[config.mk]
export PLATFORM = sky130hd
export DESIGN_NAME = dbl_bank_legality
export DESIGN_NICKNAME = d
export VERILOG_FILES = /design/src/design/dbl_pkg.sv /design/src/design/dbl_bank_legality.sv
export VERILOG_INCLUDE_DIRS = /design/src /design/src/design
export SDC_FILE = /design/constraint.sdc
export NUM_CORES = 1
export LEC_CHECK = 0
export BUFFER_PORTS_ARGS = -buffer_cell sky130_fd_sc_hd__buf_2
export CELL_PAD_IN_SITES_DETAIL_PLACEMENT = 2
export CELL_PAD_IN_SITES_GLOBAL_PLACEMENT = 2
export CORE_MARGIN = 2
export CORE_UTILIZATION = 37
export CTS_CLUSTER_DIAMETER = 40
export CTS_CLUSTER_SIZE = 8
export DETAILED_ROUTE_END_ITERATION = 8
export PLACE_DENSITY = 0.87
export RECOVER_POWER = 50
export SETUP_SLACK_MARGIN = 0.1
export SLEW_MARGIN = 20
export SYNTH_ARGS = -nofsm -noshare
export SYNTH_HDL_FRONTEND = slang
export SYNTH_SLANG_ARGS = --single-unit
[constraint.sdc]
create_clock -name core_clk_i -period 4.47 [get_ports core_clk_i]
set_input_delay 0.2235 -clock core_clk_i [delete_from_list [all_inputs] [get_ports core_clk_i]]
set_output_delay 0.2235 -clock core_clk_i [all_outputs]
set_load 0.05 [all_outputs]
[src/design/dbl_consts.svh]
`ifndef DBL_CONSTS_SVH
`define DBL_CONSTS_SVH

// ----------------------------------------------------------------------------
// Clock and timing
// ----------------------------------------------------------------------------
`define DBL_CLK_NS       40
`define DBL_TRP_NS       15
`define DBL_TRCD_NS      15
`define DBL_TRFC_NS      70
`define DBL_TXSNR_NS     75
`define DBL_TMRD_CK      2
`define DBL_DLL_LOCK_CK  200
`define DBL_BURST_LEN    4

// Least times round up to whole cycles.
`define DBL_TRP_CYC   ((`DBL_TRP_NS + `DBL_CLK_NS - 1) / `DBL_CLK_NS)
`define DBL_TRCD_CYC  ((`DBL_TRCD_NS + `DBL_CLK_NS - 1) / `DBL_CLK_NS)
`define DBL_TRFC_CYC  ((`DBL_TRFC_NS + `DBL_CLK_NS - 1) / `DBL_CLK_NS)
`define DBL_TXSNR_CYC ((`DBL_TXSNR_NS + `DBL_CLK_NS - 1) / `DBL_CLK_NS)

`endif

[src/design/dbl_pkg.sv]
package dbl_pkg;

  typedef enum logic [2:0] {
    BK_IDLE,
    BK_ACTIVATING,
    BK_ACTIVE,
    BK_READ,
    BK_WRITE,
    BK_READ_AP,
    BK_WRITE_AP,
    BK_PRECHARGING
  } dbl_bank_st_t;

  typedef enum logic [2:0] {
    GL_NORMAL,
    GL_POWER_DOWN,
    GL_SELF_REFRESH,
    GL_SR_EXIT,
    GL_REFRESHING,
    GL_MODE_REG
  } dbl_glob_st_t;

endpackage

[src/design/dbl_bank_legality.sv]
// What this block does
// - Actions use current and previous CKE sample
// - Nop and deselect start nothing new
// - Idle bank: activate, auto refresh, mode set
// - Active bank: read or write burst start
// - Precharge closes the open row
// - Precharge truncates a read burst
// - Precharge truncates a write burst
// - Burst terminate hits the latest read burst
// - Legality only with CKE high twice, after exit
// - Idle only after precharge time passes
// - Row active after row-to-column delay, no burst
// - Other banks work freely during bursts
// - CKE low with a nop enters power-down; high exits
// - A10 picks one bank or all banks
`timescale 1ns/1ns
`include "dbl_consts.svh"

module dbl_bank_legality #(
  parameter int NUM_BANKS = 4,
  parameter int BURST_LEN = `DBL_BURST_LEN
) (
  input  wire logic                   core_clk_i,
  input  wire logic                   rst_i,
  input  wire logic                   cke_i,
  input  wire logic                   cs_n_i,
  input  wire logic                   ras_n_i,
  input  wire logic                   cas_n_i,
  input  wire logic                   we_n_i,
  input  wire logic [1:0]             bank_addr_i,
  input  wire logic                   a10_i,
  output dbl_pkg::dbl_bank_st_t       bank_state_o [NUM_BANKS],
  output dbl_pkg::dbl_glob_st_t       glob_state_o,
  output logic                        all_idle_o,
  output logic                        read_ready_o,
  output logic                        cmd_illegal_o,
  output logic [1:0]                  last_read_bank_o
);
  import dbl_pkg::*;

  localparam logic [7:0] TRP_C   = 8'(`DBL_TRP_CYC);
  localparam logic [7:0] TRCD_C  = 8'(`DBL_TRCD_CYC);
  localparam logic [7:0] TRFC_C  = 8'(`DBL_TRFC_CYC);
  localparam logic [7:0] TXSNR_C = 8'(`DBL_TXSNR_CYC);
  localparam logic [7:0] TMRD_C  = 8'(`DBL_TMRD_CK);
  localparam logic [7:0] DLL_C   = 8'(`DBL_DLL_LOCK_CK);
  localparam logic [7:0] BURST_C = 8'(BURST_LEN / 2);
  localparam logic [7:0] BAP_C   = 8'(BURST_LEN / 2 + `DBL_TRP_CYC);

  // --------------------------------------------------------------------------
  // Command decode
  // --------------------------------------------------------------------------
  logic         cke_prev_reg;
  dbl_glob_st_t glob_reg;
  dbl_glob_st_t glob_next;
  logic [7:0]   glob_tmr_reg;
  logic [7:0]   glob_tmr_next;
  logic [7:0]   dll_cnt_reg;
  logic [7:0]   dll_cnt_next;
  logic [1:0]   last_rd_reg;
  dbl_bank_st_t bank_st [NUM_BANKS];
  dbl_bank_st_t bank_nx [NUM_BANKS];
  logic [NUM_BANKS-1:0] pre_ok;
  logic [NUM_BANKS-1:0] idle_now;
  logic [NUM_BANKS-1:0] idle_nx;

  wire cmd_nop  = cs_n_i | (ras_n_i & cas_n_i & we_n_i);
  wire cmd_act  = ~cs_n_i & ~ras_n_i &  cas_n_i &  we_n_i;
  wire cmd_ref  = ~cs_n_i & ~ras_n_i & ~cas_n_i &  we_n_i;
  wire cmd_mrs  = ~cs_n_i & ~ras_n_i & ~cas_n_i & ~we_n_i;
  wire cmd_rd   = ~cs_n_i &  ras_n_i & ~cas_n_i &  we_n_i;
  wire cmd_wr   = ~cs_n_i &  ras_n_i & ~cas_n_i & ~we_n_i;
  wire cmd_pre  = ~cs_n_i & ~ras_n_i &  cas_n_i & ~we_n_i;
  wire cmd_bst  = ~cs_n_i &  ras_n_i &  cas_n_i & ~we_n_i;

  // both CKE samples high; and global state normal
  wire exec     = cke_prev_reg & cke_i & (glob_reg == GL_NORMAL) & ~cmd_nop;
  wire all_idle = &idle_now;

  dbl_bank_st_t tgt_st;
  assign tgt_st = bank_st[bank_addr_i];

  wire tgt_idle  = (tgt_st == BK_IDLE);
  wire tgt_open  = (tgt_st == BK_ACTIVE) | (tgt_st == BK_READ) | (tgt_st == BK_WRITE);
  wire dll_ready = (dll_cnt_reg == 8'h00);

  wire ok_act = cmd_act & tgt_idle;
  // read held off until the lock count ends
  wire ok_rd  = cmd_rd & tgt_open & dll_ready;
  wire ok_wr  = cmd_wr & ((tgt_st == BK_ACTIVE) | (tgt_st == BK_WRITE));
  // all banks must be prechargeable for precharge-all
  wire ok_pre = cmd_pre & (a10_i ? (&pre_ok) : (tgt_open | tgt_idle));
  // terminate only a live read burst
  wire ok_bst = cmd_bst & (bank_st[last_rd_reg] == BK_READ);
  // refresh and mode set need every bank idle
  wire ok_ref = cmd_ref & all_idle;
  wire ok_mrs = cmd_mrs & all_idle;

  wire go_act = exec & ok_act;
  wire go_rd  = exec & ok_rd;
  wire go_wr  = exec & ok_wr;
  wire go_pre = exec & ok_pre;
  wire go_bst = exec & ok_bst;
  wire go_ref = exec & ok_ref;
  wire go_mrs = exec & ok_mrs;

  // anything not listed is flagged and ignored
  wire legal_any = ok_act | ok_rd | ok_wr | ok_pre | ok_bst | ok_ref | ok_mrs;
  // only nop while a global interval runs
  wire glob_busy = (glob_reg == GL_SR_EXIT) | (glob_reg == GL_REFRESHING) | (glob_reg == GL_MODE_REG);
  wire illegal   = (exec & ~legal_any) | (glob_busy & ~cmd_nop);

  // --------------------------------------------------------------------------
  // Per-bank state and timers
  // --------------------------------------------------------------------------
  genvar b;
  generate
    for (b = 0; b < NUM_BANKS; b++) begin : g_bank
      dbl_bank_st_t st_reg;
      dbl_bank_st_t st_next;
      logic [7:0]   tmr_reg;
      logic [7:0]   tmr_next;
      // each bank decodes only its own address
      // A10 widens a precharge to every bank
      wire sel     = (bank_addr_i == 2'(b));
      wire pre_hit = go_pre & (a10_i | sel);
      wire tdone   = (tmr_reg == 8'h01);

      // each bank owns its state and timer
      always_comb begin
        st_next  = st_reg;
        tmr_next = (tmr_reg == 8'h00) ? 8'h00 : tmr_reg - 8'h01;
        case (st_reg)
          BK_IDLE: begin
            if (go_act & sel) begin
              st_next  = BK_ACTIVATING;
              tmr_next = TRCD_C;
            end
          end
          // row opens once the row-to-column delay ends
          BK_ACTIVATING: begin
            if (tdone) st_next = BK_ACTIVE;
          end
          // no command taken until the timer ends
          BK_READ_AP, BK_WRITE_AP, BK_PRECHARGING: begin
            if (tdone) st_next = BK_IDLE;
          end
          default: begin
            // finished burst returns to row active
            if ((st_reg != BK_ACTIVE) & tdone) st_next = BK_ACTIVE;
            if (go_bst & (last_rd_reg == 2'(b))) st_next = BK_ACTIVE;
            if ((go_rd | go_wr) & sel) begin
              // read or write burst, optionally auto precharge
              st_next  = go_rd ? (a10_i ? BK_READ_AP : BK_READ) : (a10_i ? BK_WRITE_AP : BK_WRITE);
              tmr_next = a10_i ? BAP_C : BURST_C;
            end
            if (pre_hit) begin
              st_next  = BK_PRECHARGING;
              tmr_next = TRP_C;
            end
          end
        endcase
      end

      always_ff @(posedge core_clk_i) begin
        if (rst_i) begin
          st_reg  <= BK_IDLE;
          tmr_reg <= 8'h00;
        end else begin
          st_reg  <= st_next;
          tmr_reg <= tmr_next;
        end
      end

      assign bank_st[b]  = st_reg;
      assign bank_nx[b]  = st_next;
      assign idle_now[b] = (st_reg == BK_IDLE);
      assign idle_nx[b]  = (st_next == BK_IDLE);
      assign pre_ok[b]   = (st_reg == BK_IDLE) | (st_reg == BK_ACTIVE) | (st_reg == BK_READ) | (st_reg == BK_WRITE);
    end
  endgenerate

  // --------------------------------------------------------------------------
  // Global power, refresh and mode register state
  // --------------------------------------------------------------------------
  wire glob_tdone = (glob_tmr_reg == 8'h01);
  wire cke_fall   = cke_prev_reg & ~cke_i;
  wire cke_rise   = ~cke_prev_reg & cke_i;

  always_comb begin
    glob_next     = glob_reg;
    glob_tmr_next = (glob_tmr_reg == 8'h00) ? 8'h00 : glob_tmr_reg - 8'h01;
    dll_cnt_next  = (dll_cnt_reg == 8'h00) ? 8'h00 : dll_cnt_reg - 8'h01;
    case (glob_reg)
      GL_NORMAL: begin
        // power-down only from nop; self refresh from refresh
        if (cke_fall & all_idle & cmd_ref) begin
          glob_next = GL_SELF_REFRESH;
        end else if (cke_fall & cmd_nop) begin
          glob_next = GL_POWER_DOWN;
        end else if (go_ref) begin
          glob_next     = GL_REFRESHING;
          glob_tmr_next = TRFC_C;
        end else if (go_mrs) begin
          // mode register delay blocks every bank
          glob_next     = GL_MODE_REG;
          glob_tmr_next = TMRD_C;
        end
      end
      // exit with CKE high and a nop
      GL_POWER_DOWN: begin
        if (cke_rise & cmd_nop) glob_next = GL_NORMAL;
      end
      GL_SELF_REFRESH: begin
        if (cke_rise & cmd_nop) begin
          glob_next     = GL_SR_EXIT;
          glob_tmr_next = TXSNR_C;
          // lock count restarts on each self refresh exit
          dll_cnt_next  = DLL_C;
        end
      end
      GL_SR_EXIT, GL_REFRESHING, GL_MODE_REG: begin
        if (glob_tdone) glob_next = GL_NORMAL;
      end
      default: begin
        glob_next = GL_NORMAL;
      end
    endcase
  end

  // --------------------------------------------------------------------------
  // Registers and outputs
  // --------------------------------------------------------------------------
  always_ff @(posedge core_clk_i) begin
    if (rst_i) begin
      cke_prev_reg <= 1'b0;
      glob_reg     <= GL_NORMAL;
      glob_tmr_reg <= 8'h00;
      dll_cnt_reg  <= 8'h00;
      last_rd_reg  <= 2'h0;
    end else begin
      cke_prev_reg <= cke_i;
      glob_reg     <= glob_next;
      glob_tmr_reg <= glob_tmr_next;
      dll_cnt_reg  <= dll_cnt_next;
      // remember the bank of the latest read
      if (go_rd) last_rd_reg <= bank_addr_i;
    end
  end

  // Outputs other than cmd_illegal_o are registered from the next values so they line up with the
  // internal state rather than lagging it by a cycle.
  always_ff @(posedge core_clk_i) begin
    if (rst_i) begin
      glob_state_o     <= GL_NORMAL;
      all_idle_o       <= 1'b1;
      read_ready_o     <= 1'b1;
      cmd_illegal_o    <= 1'b0;
      last_read_bank_o <= 2'h0;
      for (int i = 0; i < NUM_BANKS; i++) bank_state_o[i] <= BK_IDLE;
    end else begin
      glob_state_o     <= glob_next;
      all_idle_o       <= &idle_nx;
      read_ready_o     <= (dll_cnt_next == 8'h00);
      cmd_illegal_o    <= illegal;
      last_read_bank_o <= go_rd ? bank_addr_i : last_rd_reg;
      for (int i = 0; i < NUM_BANKS; i++) bank_state_o[i] <= bank_nx[i];
    end
  end

endmodule

# Word level (Yosys, flattened, before mapping)
# Cells that the tools add are included.
# W data, S select, Z words.
# op_classes
addsub	6
mul	0
div_mod_pow	0
n_lt_le_gt_ge	2
n_eq_ne	56
shift	0
n_mux	81
bitwise	102
reduce_logical	32
# ops
op	count
$mux W8	25
$mux W3	41
$pmux W8 S2	5
$and A1 B1 Y1	61
$eq A3 B3 Y1 const B	19
$logic_not A8 Y1	7
$sub A8 B1 Y8 const B	6
$eq A8 B1 Y1 const B	5
$eq A3 B2 Y1 const B	13
$pmux W3 S3	4
$or A1 B1 Y1	31
$logic_not A3 Y1	10
$reduce_and A4 Y1	4
$reduce_or A4 Y1	4
$eq A3 B1 Y1 const B	5
$reduce_or A3 Y1	5
$bmux W3 S2	2
$ne A3 B2 Y1 const B	4
$pmux W3 S4	1
$eq A2 B2 Y1 const B	4
$not A1 Y1	8
$ge A3 B3 Y1 const B	2
$ne A2 B2 Y1 const B	3
$not A2 Y3	2
5 further kinds	8
# word_totals
register_bits	69
latch_bits	0
mem_bits_rw	0
romBits	0
inputBits	10
output_inout_bits	20
word_cells	295
mem_count	0

# Depth between registers and ports, before layout
# Gate-level depths: netlist (run 1).
# logic_depth
ltp_word	18
depth_mapped	13
ltp_nobuf	13

# Worst setup path before layout (run 1)
# OpenSTA, ideal clock, no wires.
# synth_path
kind	register to register
from	register, netlist name bank_state_o[5]
to	register all_idle_o
setup_time_ns	0.084
t_arrival_ns	3.455
t_required_ns	4.386
path_slack_ns	0.931
stages_incl_launch_ff	11
n_path_buf	1
synth_period_minus_slack_ns	3.539
cell_sequence	dfxtp_1 > buf_4 > mux4_2 > nand2b_1 > a2111oi_4 > o21ai_4 > o211ai_2 > o21a_1 > or4b_1 > or4_1 > o31ai_2
# synth_rtl
element	line	rtl
end signal: assignment	dbl_bank_legality.sv:263	all_idle_o <= &idle_nx;
end: declaration	dbl_bank_legality.sv:34	output logic all_idle_o,

==> run_results.csv, run 1 <==
group,metric,value,unit
clock_tree,hold_buffers,0,
placement,placed_area,0.00471,sq mm
timing,setup-tns-final,0,ns
yosys,synth_area,0.00448,sq mm
yosys,synth-seq-cells,69,
yosys,syn_nets,586,
final_layout,fin_area,0.00499,sq mm
clock_tree,cts_tree,"done",
worst_setup_path,criticalPathCategory,"register to register",
placement,finalWeightedCongestion,0.916,
clock_tree,numCtsBuffers,9,
worst_setup_path,crit_chain,"mux4_2, nand2b_1, a2111oi_4, o21ai_1, o211ai_1, o311ai_1, a211o_1, or4_1, o31ai_2",
yosys,yosys_most_used_dff,"dfxtp_1",
yosys,synth-async-reset-ratio,0,%
clock_tree,root_buffer,"clkbuf_16",
yosys,syn_avg_cell_area,7.99,sq um
route,avgRoutedWirePerCell,20.6,um
route,drc,0,
grt,grt_overflow_total,0,
timing,finalCritPeriodShare,84.2,%
worst_setup_path,worstSetupStartpointType,"register",
die,ios,30,
final_layout,ff_latch_area,0.00138,sq mm
die,num_rows,40,
grt,antenna_found_initial,0,
power_and_ir_drop,ir_worst_vdd,0.000309,V
placement,dp_hpwl,11.1,mm
timing,report.final.slew_viol_count,0,
final_layout,drive_above_1_share,9.52,%
route,drt_iter0_drc,257,
power_and_ir_drop,p_leak,1.94,nW
worst_hold_path,worstHoldPathType,"input pin to register",
worst_setup_path,crit_path_end_kind,"register",
route,viasPerCell,5.92,
timing,grt_setup_unrepaired,"false",
worst_setup_path,crit_fanout,12,
timing,setup_viol,0,
yosys,synth-edff-count,0,
grt,grt_pass1_wl,25.1,mm
die,start_util,37.6,%
timing,period_needed,3.76,ns
final_layout,multiInputGateArea,0.00288,sq mm
yosys,yosysWarnings,0,
clock_tree,cts_sinks,69,
timing,hold_viol,0,
yosys,yosys.cell_types.count,74,
worst_setup_path,critPathSlowestCell,"mux4_2",
die,coreArea,0.0119,sq mm
timing,clock_skew,0.00577,ns
timing,relSlewSlack,6.88,%
die,dieWidth,114,um
final_layout,antenna_cells,0,
final_layout,fin_nets,609,
grt,track_usage,24.6,%
clock_tree,h-tree-depth,3,
clock_tree,cts_max_path_buffers,2,
grt,grt_max_degree,27,
clock_tree,cts_setup_buffers,0,
route,vias,4351,
clock_tree,clk_pin_slew,0.06,ns
clock_tree,cts-resized-gates,0,
worst_setup_path,cpPeakStageDelay,0.64,ns
worst_setup_path,required,4.74,ns
route,postRouteAntennaNets,0,
timing,fmax,266,MHz
yosys,syn_inst,560,
final_layout,largest_reg_flops,32,
power_and_ir_drop,p_total,0.00289,W
die,dieArea,0.0130,sq mm
power_and_ir_drop,cellPowerDensity,578,mW/mm^2
clock_tree,clock_latency,0.35,ns
worst_setup_path,crit_arrival,4.03,ns
yosys,ys_seq_area_share,30.9,%
run_status,status,"finished clean",
placement,numPortBuffers,29,
die,die_h,114,um
route,wirelength,15.1,mm
final_layout,nFillCells,1374,
timing,tightest_slew,1.40,ns
route,firstDrtPassIters,4,
final_layout,syn2layout_area_growth,11.6,%
grt,grt_pass1_vias,4818,
run,cap_violations,0,
[layout by cell type, fill, tap and decap left out, types with 4 or more instances in the layout]
cell,instances
o21a_1,4
nor4_1,15
mux2i_1,11
nor2b_1,6
xor2_1,8
dfxtp_1,69
clkbuf_16,9
or3_1,6
nand4_1,4
clkbuf_1,21
inv_1,25
nand3_1,17
nor4b_1,9
a211oi_1,4
and2_1,10
nor3_1,14
buf_2,8
a31oi_1,12
nor2_1,102
nor3b_1,7
ha_1,16
xnor2_1,28
nand4b_1,4
a21oi_1,27
o31ai_1,4
nand2b_1,4
o21ai_0,15
or2_2,6
or4_1,8
nand2_1,39
and3_1,6
[worst max-delay path, delay by kind of cell (launching register included)]
family	cells	cell delay [ns]
AO/OA/AOI/OAI	6	1.90
AND/OR/NAND/NOR	2	0.69
multiplexers	1	0.64
flip-flops	1	0.44
[power by group]
group / internal (W) / switching, W
sequential: 0.000780 / 0.000170
combinational: 0.000500 / 0.000682
clock: 0.000474 / 0.000280
total: 0.00176 / 0.00113
[layout make-up]
class,instances,share of cell area [%]
repair buffers,32,2.83
well taps,147,3.68
flip-flops and latches,69,27.7
clock inverters,4,0.902
clock buffers,12,5.34
inverters,25,1.88
multi-input cells,446,57.7
[metrics by stage]
step / instances / worst slack (ns) / utilization [%] / hold WS (ns)
4_1_cts: 735 / 0.765 / 42.1 / 0.207
3_3_place_gp: 719 / 0.827 / 39.5 / 0.463
5_1_grt: 735 / 0.503 / 41.9 / 0.215
2_1_floorplan: 560 / 0.931 / - / 0.352
3_5_place_dp: 719 / 0.740 / 39.5 / 0.489
6_report: 735 / 0.708 / 41.9 / 0.209
[cells by family after synthesis]
| logic type | synth area share, % |
|---|---|
| AO/OA/AOI/OAI | 15.9 |
| XOR/XNOR | 7.05 |
| adder cells (fa/ha/maj) | 4.47 |
| buffers and inverters | 4.75 |
| flip-flops | 30.9 |
| multiplexers | 4.98 |
| AND/OR/NAND/NOR | 32.0 |
[worst paths after layout]
kind              startpoint              to  slack [ns]  cells past startpoint
min reg2reg   dll_cnt_reg[0]  dll_cnt_reg[0]        0.49                      1
min                    cke_i    cke_prev_reg        0.21                      2
max reg2reg  bank_state_o[8]      all_idle_o        0.71                      9
max          bank_state_o[8]      all_idle_o        0.71                      9
[layer usage]
metal | vias up | GRT usage, % | share of wire [%]
met5 | - | 0 | 0
met4 | 0 | 10.1 | 3.0
met3 | 33 | 5.21 | 4.8
met2 | 101 | 43.7 | 51
met1 | 2167 | 28.7 | 41
li1 | 2050 | - | -
[cell usage after synthesis, types with 3 or more instances]
library cell	count	share of area (%)
nor2_1	102	8.6
dfxtp_1	69	31
nand2_1	39	3.3
xnor2_1	28	5.5
a21oi_1	27	3.0
inv_1	25	2.1
nand3_1	17	1.9
ha_1	16	4.5
nor4_1	15	2.1
o21ai_0	15	1.7
nor3_1	14	1.6
a31oi_1	12	1.7
clkbuf_1	11	0.92
mux2i_1	11	2.5
and2_1	10	1.4
nor4b_1	9	1.8
or4_1	8	1.3
xor2_1	8	1.6
nor3b_1	7	1.2
and3_1	6	0.84
nor2b_1	6	0.84
or2_2	6	0.84
or3_1	6	0.84
a211oi_1	4	0.67
buf_4	4	0.67
mux2_2	4	1.0
nand2b_1	4	0.56
nand4_1	4	0.56
nand4b_1	4	0.78
o21a_1	4	0.67
o31ai_1	4	0.67
a21o_1	3	0.50
buf_6	3	0.75
mux4_2	3	1.5
o21bai_1	3	0.50
o22ai_1	3	0.42
No activity file was read; power rests on OpenSTA's default activity.
==> run 2, diff against run 1 <==
--- a/config.mk
+++ b/config.mk
@@ -10,11 +10,11 @@
 export CELL_PAD_IN_SITES_DETAIL_PLACEMENT = 2
 export CELL_PAD_IN_SITES_GLOBAL_PLACEMENT = 2
 export CORE_MARGIN = 2
-export CORE_UTILIZATION = 37
+export CORE_UTILIZATION = 33
 export CTS_CLUSTER_DIAMETER = 40
 export CTS_CLUSTER_SIZE = 8
 export DETAILED_ROUTE_END_ITERATION = 8
-export PLACE_DENSITY = 0.87
+export PLACE_DENSITY = 0.82
 export RECOVER_POWER = 50
 export SETUP_SLACK_MARGIN = 0.1
 export SLEW_MARGIN = 20
==> constraint.sdc (replaced) <==
create_clock -name core_clk_i -period 3.4 [get_ports core_clk_i]
set_input_delay 0.17 -clock core_clk_i [delete_from_list [all_inputs] [get_ports core_clk_i]]
set_output_delay 0.17 -clock core_clk_i [all_outputs]
set_load 0.05 [all_outputs]
==> run 2 against run 1 <==
Net effect: the run now ends with capacitance limit, slew limit, setup timing left; via count increased by 7.1%; clock skew about the same; utilization decreased by 0.38 points; maximum frequency increased by 11%; first-iteration DRC count decreased by 1.6%; critical path type unchanged; combinational power increased by 35%; worst setup slack got worse by 0.71 ns; die area increased by 12%; worst hold slack got worse by 0.048 ns; cell count increased by 10%.
==> run_results.csv, run 2 (synthesis results as in run 1) <==
group,metric,value,unit
die,num_rows,42,
final_layout,final_common_cell,"nor2_1",
timing,grt_setup_unrepaired,"true",
placement,finalWeightedCongestion,0.960,
die,dieWidth,120,um
timing,hold-worst-slack,0.161,ns
grt,antenna_found_initial,0,
power_and_ir_drop,power.share.combinational,43.0,%
clock_tree,cts_tree,"done",
worst_setup_path,criticalPathCategory,"register to register",
clock_tree,hold_buffers,0,
grt,grt_max_degree,27,
clock_tree,cts_max_path_buffers,2,
route,vias,4660,
worst_setup_path,cpPeakStageDelay,0.59,ns
power_and_ir_drop,p_leak,2.17,nW
route,drt_iter0_drc,253,
timing,tightest_slew,1.57,ns
clock_tree,h-tree-depth,3,
clock_tree,numCtsBuffers,9,
final_layout,syn2layout_area_growth,22.9,%
worst_hold_path,hold_depth,2,
worst_setup_path,crit_buf_inv,1,
timing,setup_viol,1,
timing,finalCritPeriodShare,100,%
die,die_h,120,um
die,coreArea,0.0132,sq mm
timing,clock_skew,0.00575,ns
worst_setup_path,worstSetupStartpointType,"register",
power_and_ir_drop,seq_power_share,33.8,%
grt,grt_pass1_wl,26.3,mm
placement,dp_hpwl,12.0,mm
final_layout,drive_above_1_share,20.3,%
die,ios,30,
power_and_ir_drop,switching_share,40.2,%
power_and_ir_drop,cellPowerDensity,673,mW/mm^2
timing,fin_ws,-0.00444,ns
run_status,status,"finished, violations left",
route,drc,0,
route,viasPerCell,5.74,
final_layout,fin_nets,658,
die,start_util,33.8,%
clock_tree,root_buffer,"clkbuf_16",
timing,period_needed,3.40,ns
timing,hold_viol,0,
clock_tree,clk_pin_slew,0.06,ns
worst_setup_path,crit_fanout,6,
final_layout,final_cell_mix,"nor2_1, dfxtp_1, buf_4",
placement,place_ws,-0.0424,ns
worst_setup_path,rr_worst_depth,10,
power_and_ir_drop,ir_worst_vdd,0.000286,V
power_and_ir_drop,p_total,0.00370,W
timing,fmax,294,MHz
run,cap_violations,1,
power_and_ir_drop,clkPwrFrac,23.2,%
route,postRouteAntennaNets,0,
route,avgRoutedWirePerCell,22.2,um
worst_setup_path,crit_arrival,3.66,ns
placement,numPortBuffers,29,
run_status,violations,"capacitance limit, slew limit, setup timing",
timing,relSlewSlack,-4.94,%
power_and_ir_drop,p_int,0.00221,W
worst_setup_path,crit_chain,"mux4_2, nand2b_4, a2111oi_4, buf_4, o21ai_4, nand2_2, a21oi_2, or4b_1, or4_4, o31ai_2",
worst_setup_path,path_delay_family,"simple AND/OR/NAND/NOR gates",
worst_setup_path,crit_path_end_kind,"register",
route,firstDrtPassIters,4,
worst_setup_path,r2r_setup_slack,-0.004,ns
worst_setup_path,critPathSlowestCell,"mux4_2",
grt,grt_overflow_total,0,
final_layout,antenna_cells,0,
worst_setup_path,critical_path_depth,10,
worst_hold_path,worstHoldPathType,"input pin to register",
grt,track_usage,23.2,%
final_layout,final_util,41.5,%
route,wirelength,18.1,mm
worst_setup_path,required,3.65,ns
clock_tree,cts_sinks,69,
final_layout,largest_reg_flops,32,
clock_tree,clock_latency,0.35,ns
timing,report.final.slew_viol_count,27,
grt,grt_pass1_vias,4961,
die,dieArea,0.0145,sq mm
power_and_ir_drop,power_switching,0.00149,W
run 2: cell count changes in the layout (fill, tap and decap cells not counted), sizes merged:
| cell | before | now |
|---|---|---|
| buf | 11 | 56 |
| bufinv | 1 | 0 |
| clkbuf | 33 | 38 |
| clkinv | 3 | 2 |
run 2: path summary, 6_finish.rpt:
check / startpoint / to
worst max-delay path: bank_state_o[4] / all_idle_o
worst min-delay path: cke_i / cke_prev_reg
worst max register to register: bank_state_o[4] / all_idle_o
worst min register to register: dll_cnt_reg[0] / dll_cnt_reg[0]
run 2: area by class of cell:
cell class              count  area (sq um)
well taps                 176           220
flip-flops and latches     69          1400
fillers                  1524          7740
clock buffers              13           250
clock inverters             2          10.0
inverters                  25          93.8
multi-input cells         446          3030
repair buffers             81           498
run 2: timing repair:
item	CTS	global route
buffers inserted	1	12
gates resized for setup	5	26
setup endpoints to repair	1	1
pin swaps	0	10
run 2: stage by stage:
step                setup TNS [ns]  instances  area, sq um
floorplan                        0        560         4520
global placement                 0        784         5050
detailed placement         -0.0424        784         5050
CTS                              0        800         5350
global route               -0.0835        812         5500
finish                    -0.00444        812         5500
run 2: power by group through the flow:
stage / Clock (W) / Combinational, W / Sequential [W]
4_1_cts: 0.000879 / 0.00159 / 0.00125
3_5_place_dp: 0 / 0.00155 / 0.00126
2_1_floorplan: 0 / 0.00118 / 0.00122
6_report: 0.000858 / 0.00159 / 0.00125
3_3_place_gp: 0 / 0.00144 / 0.00124
5_1_grt: 0.000919 / 0.00180 / 0.00128
run 2: metal layers:
layer	GRT usage, %	up-vias	routed length (um)
met5	0	-	0
met4	8.72	0	595
met3	6.04	52	746
met2	40.8	121	9290
met1	27.0	2342	7420
li1	-	2145	-
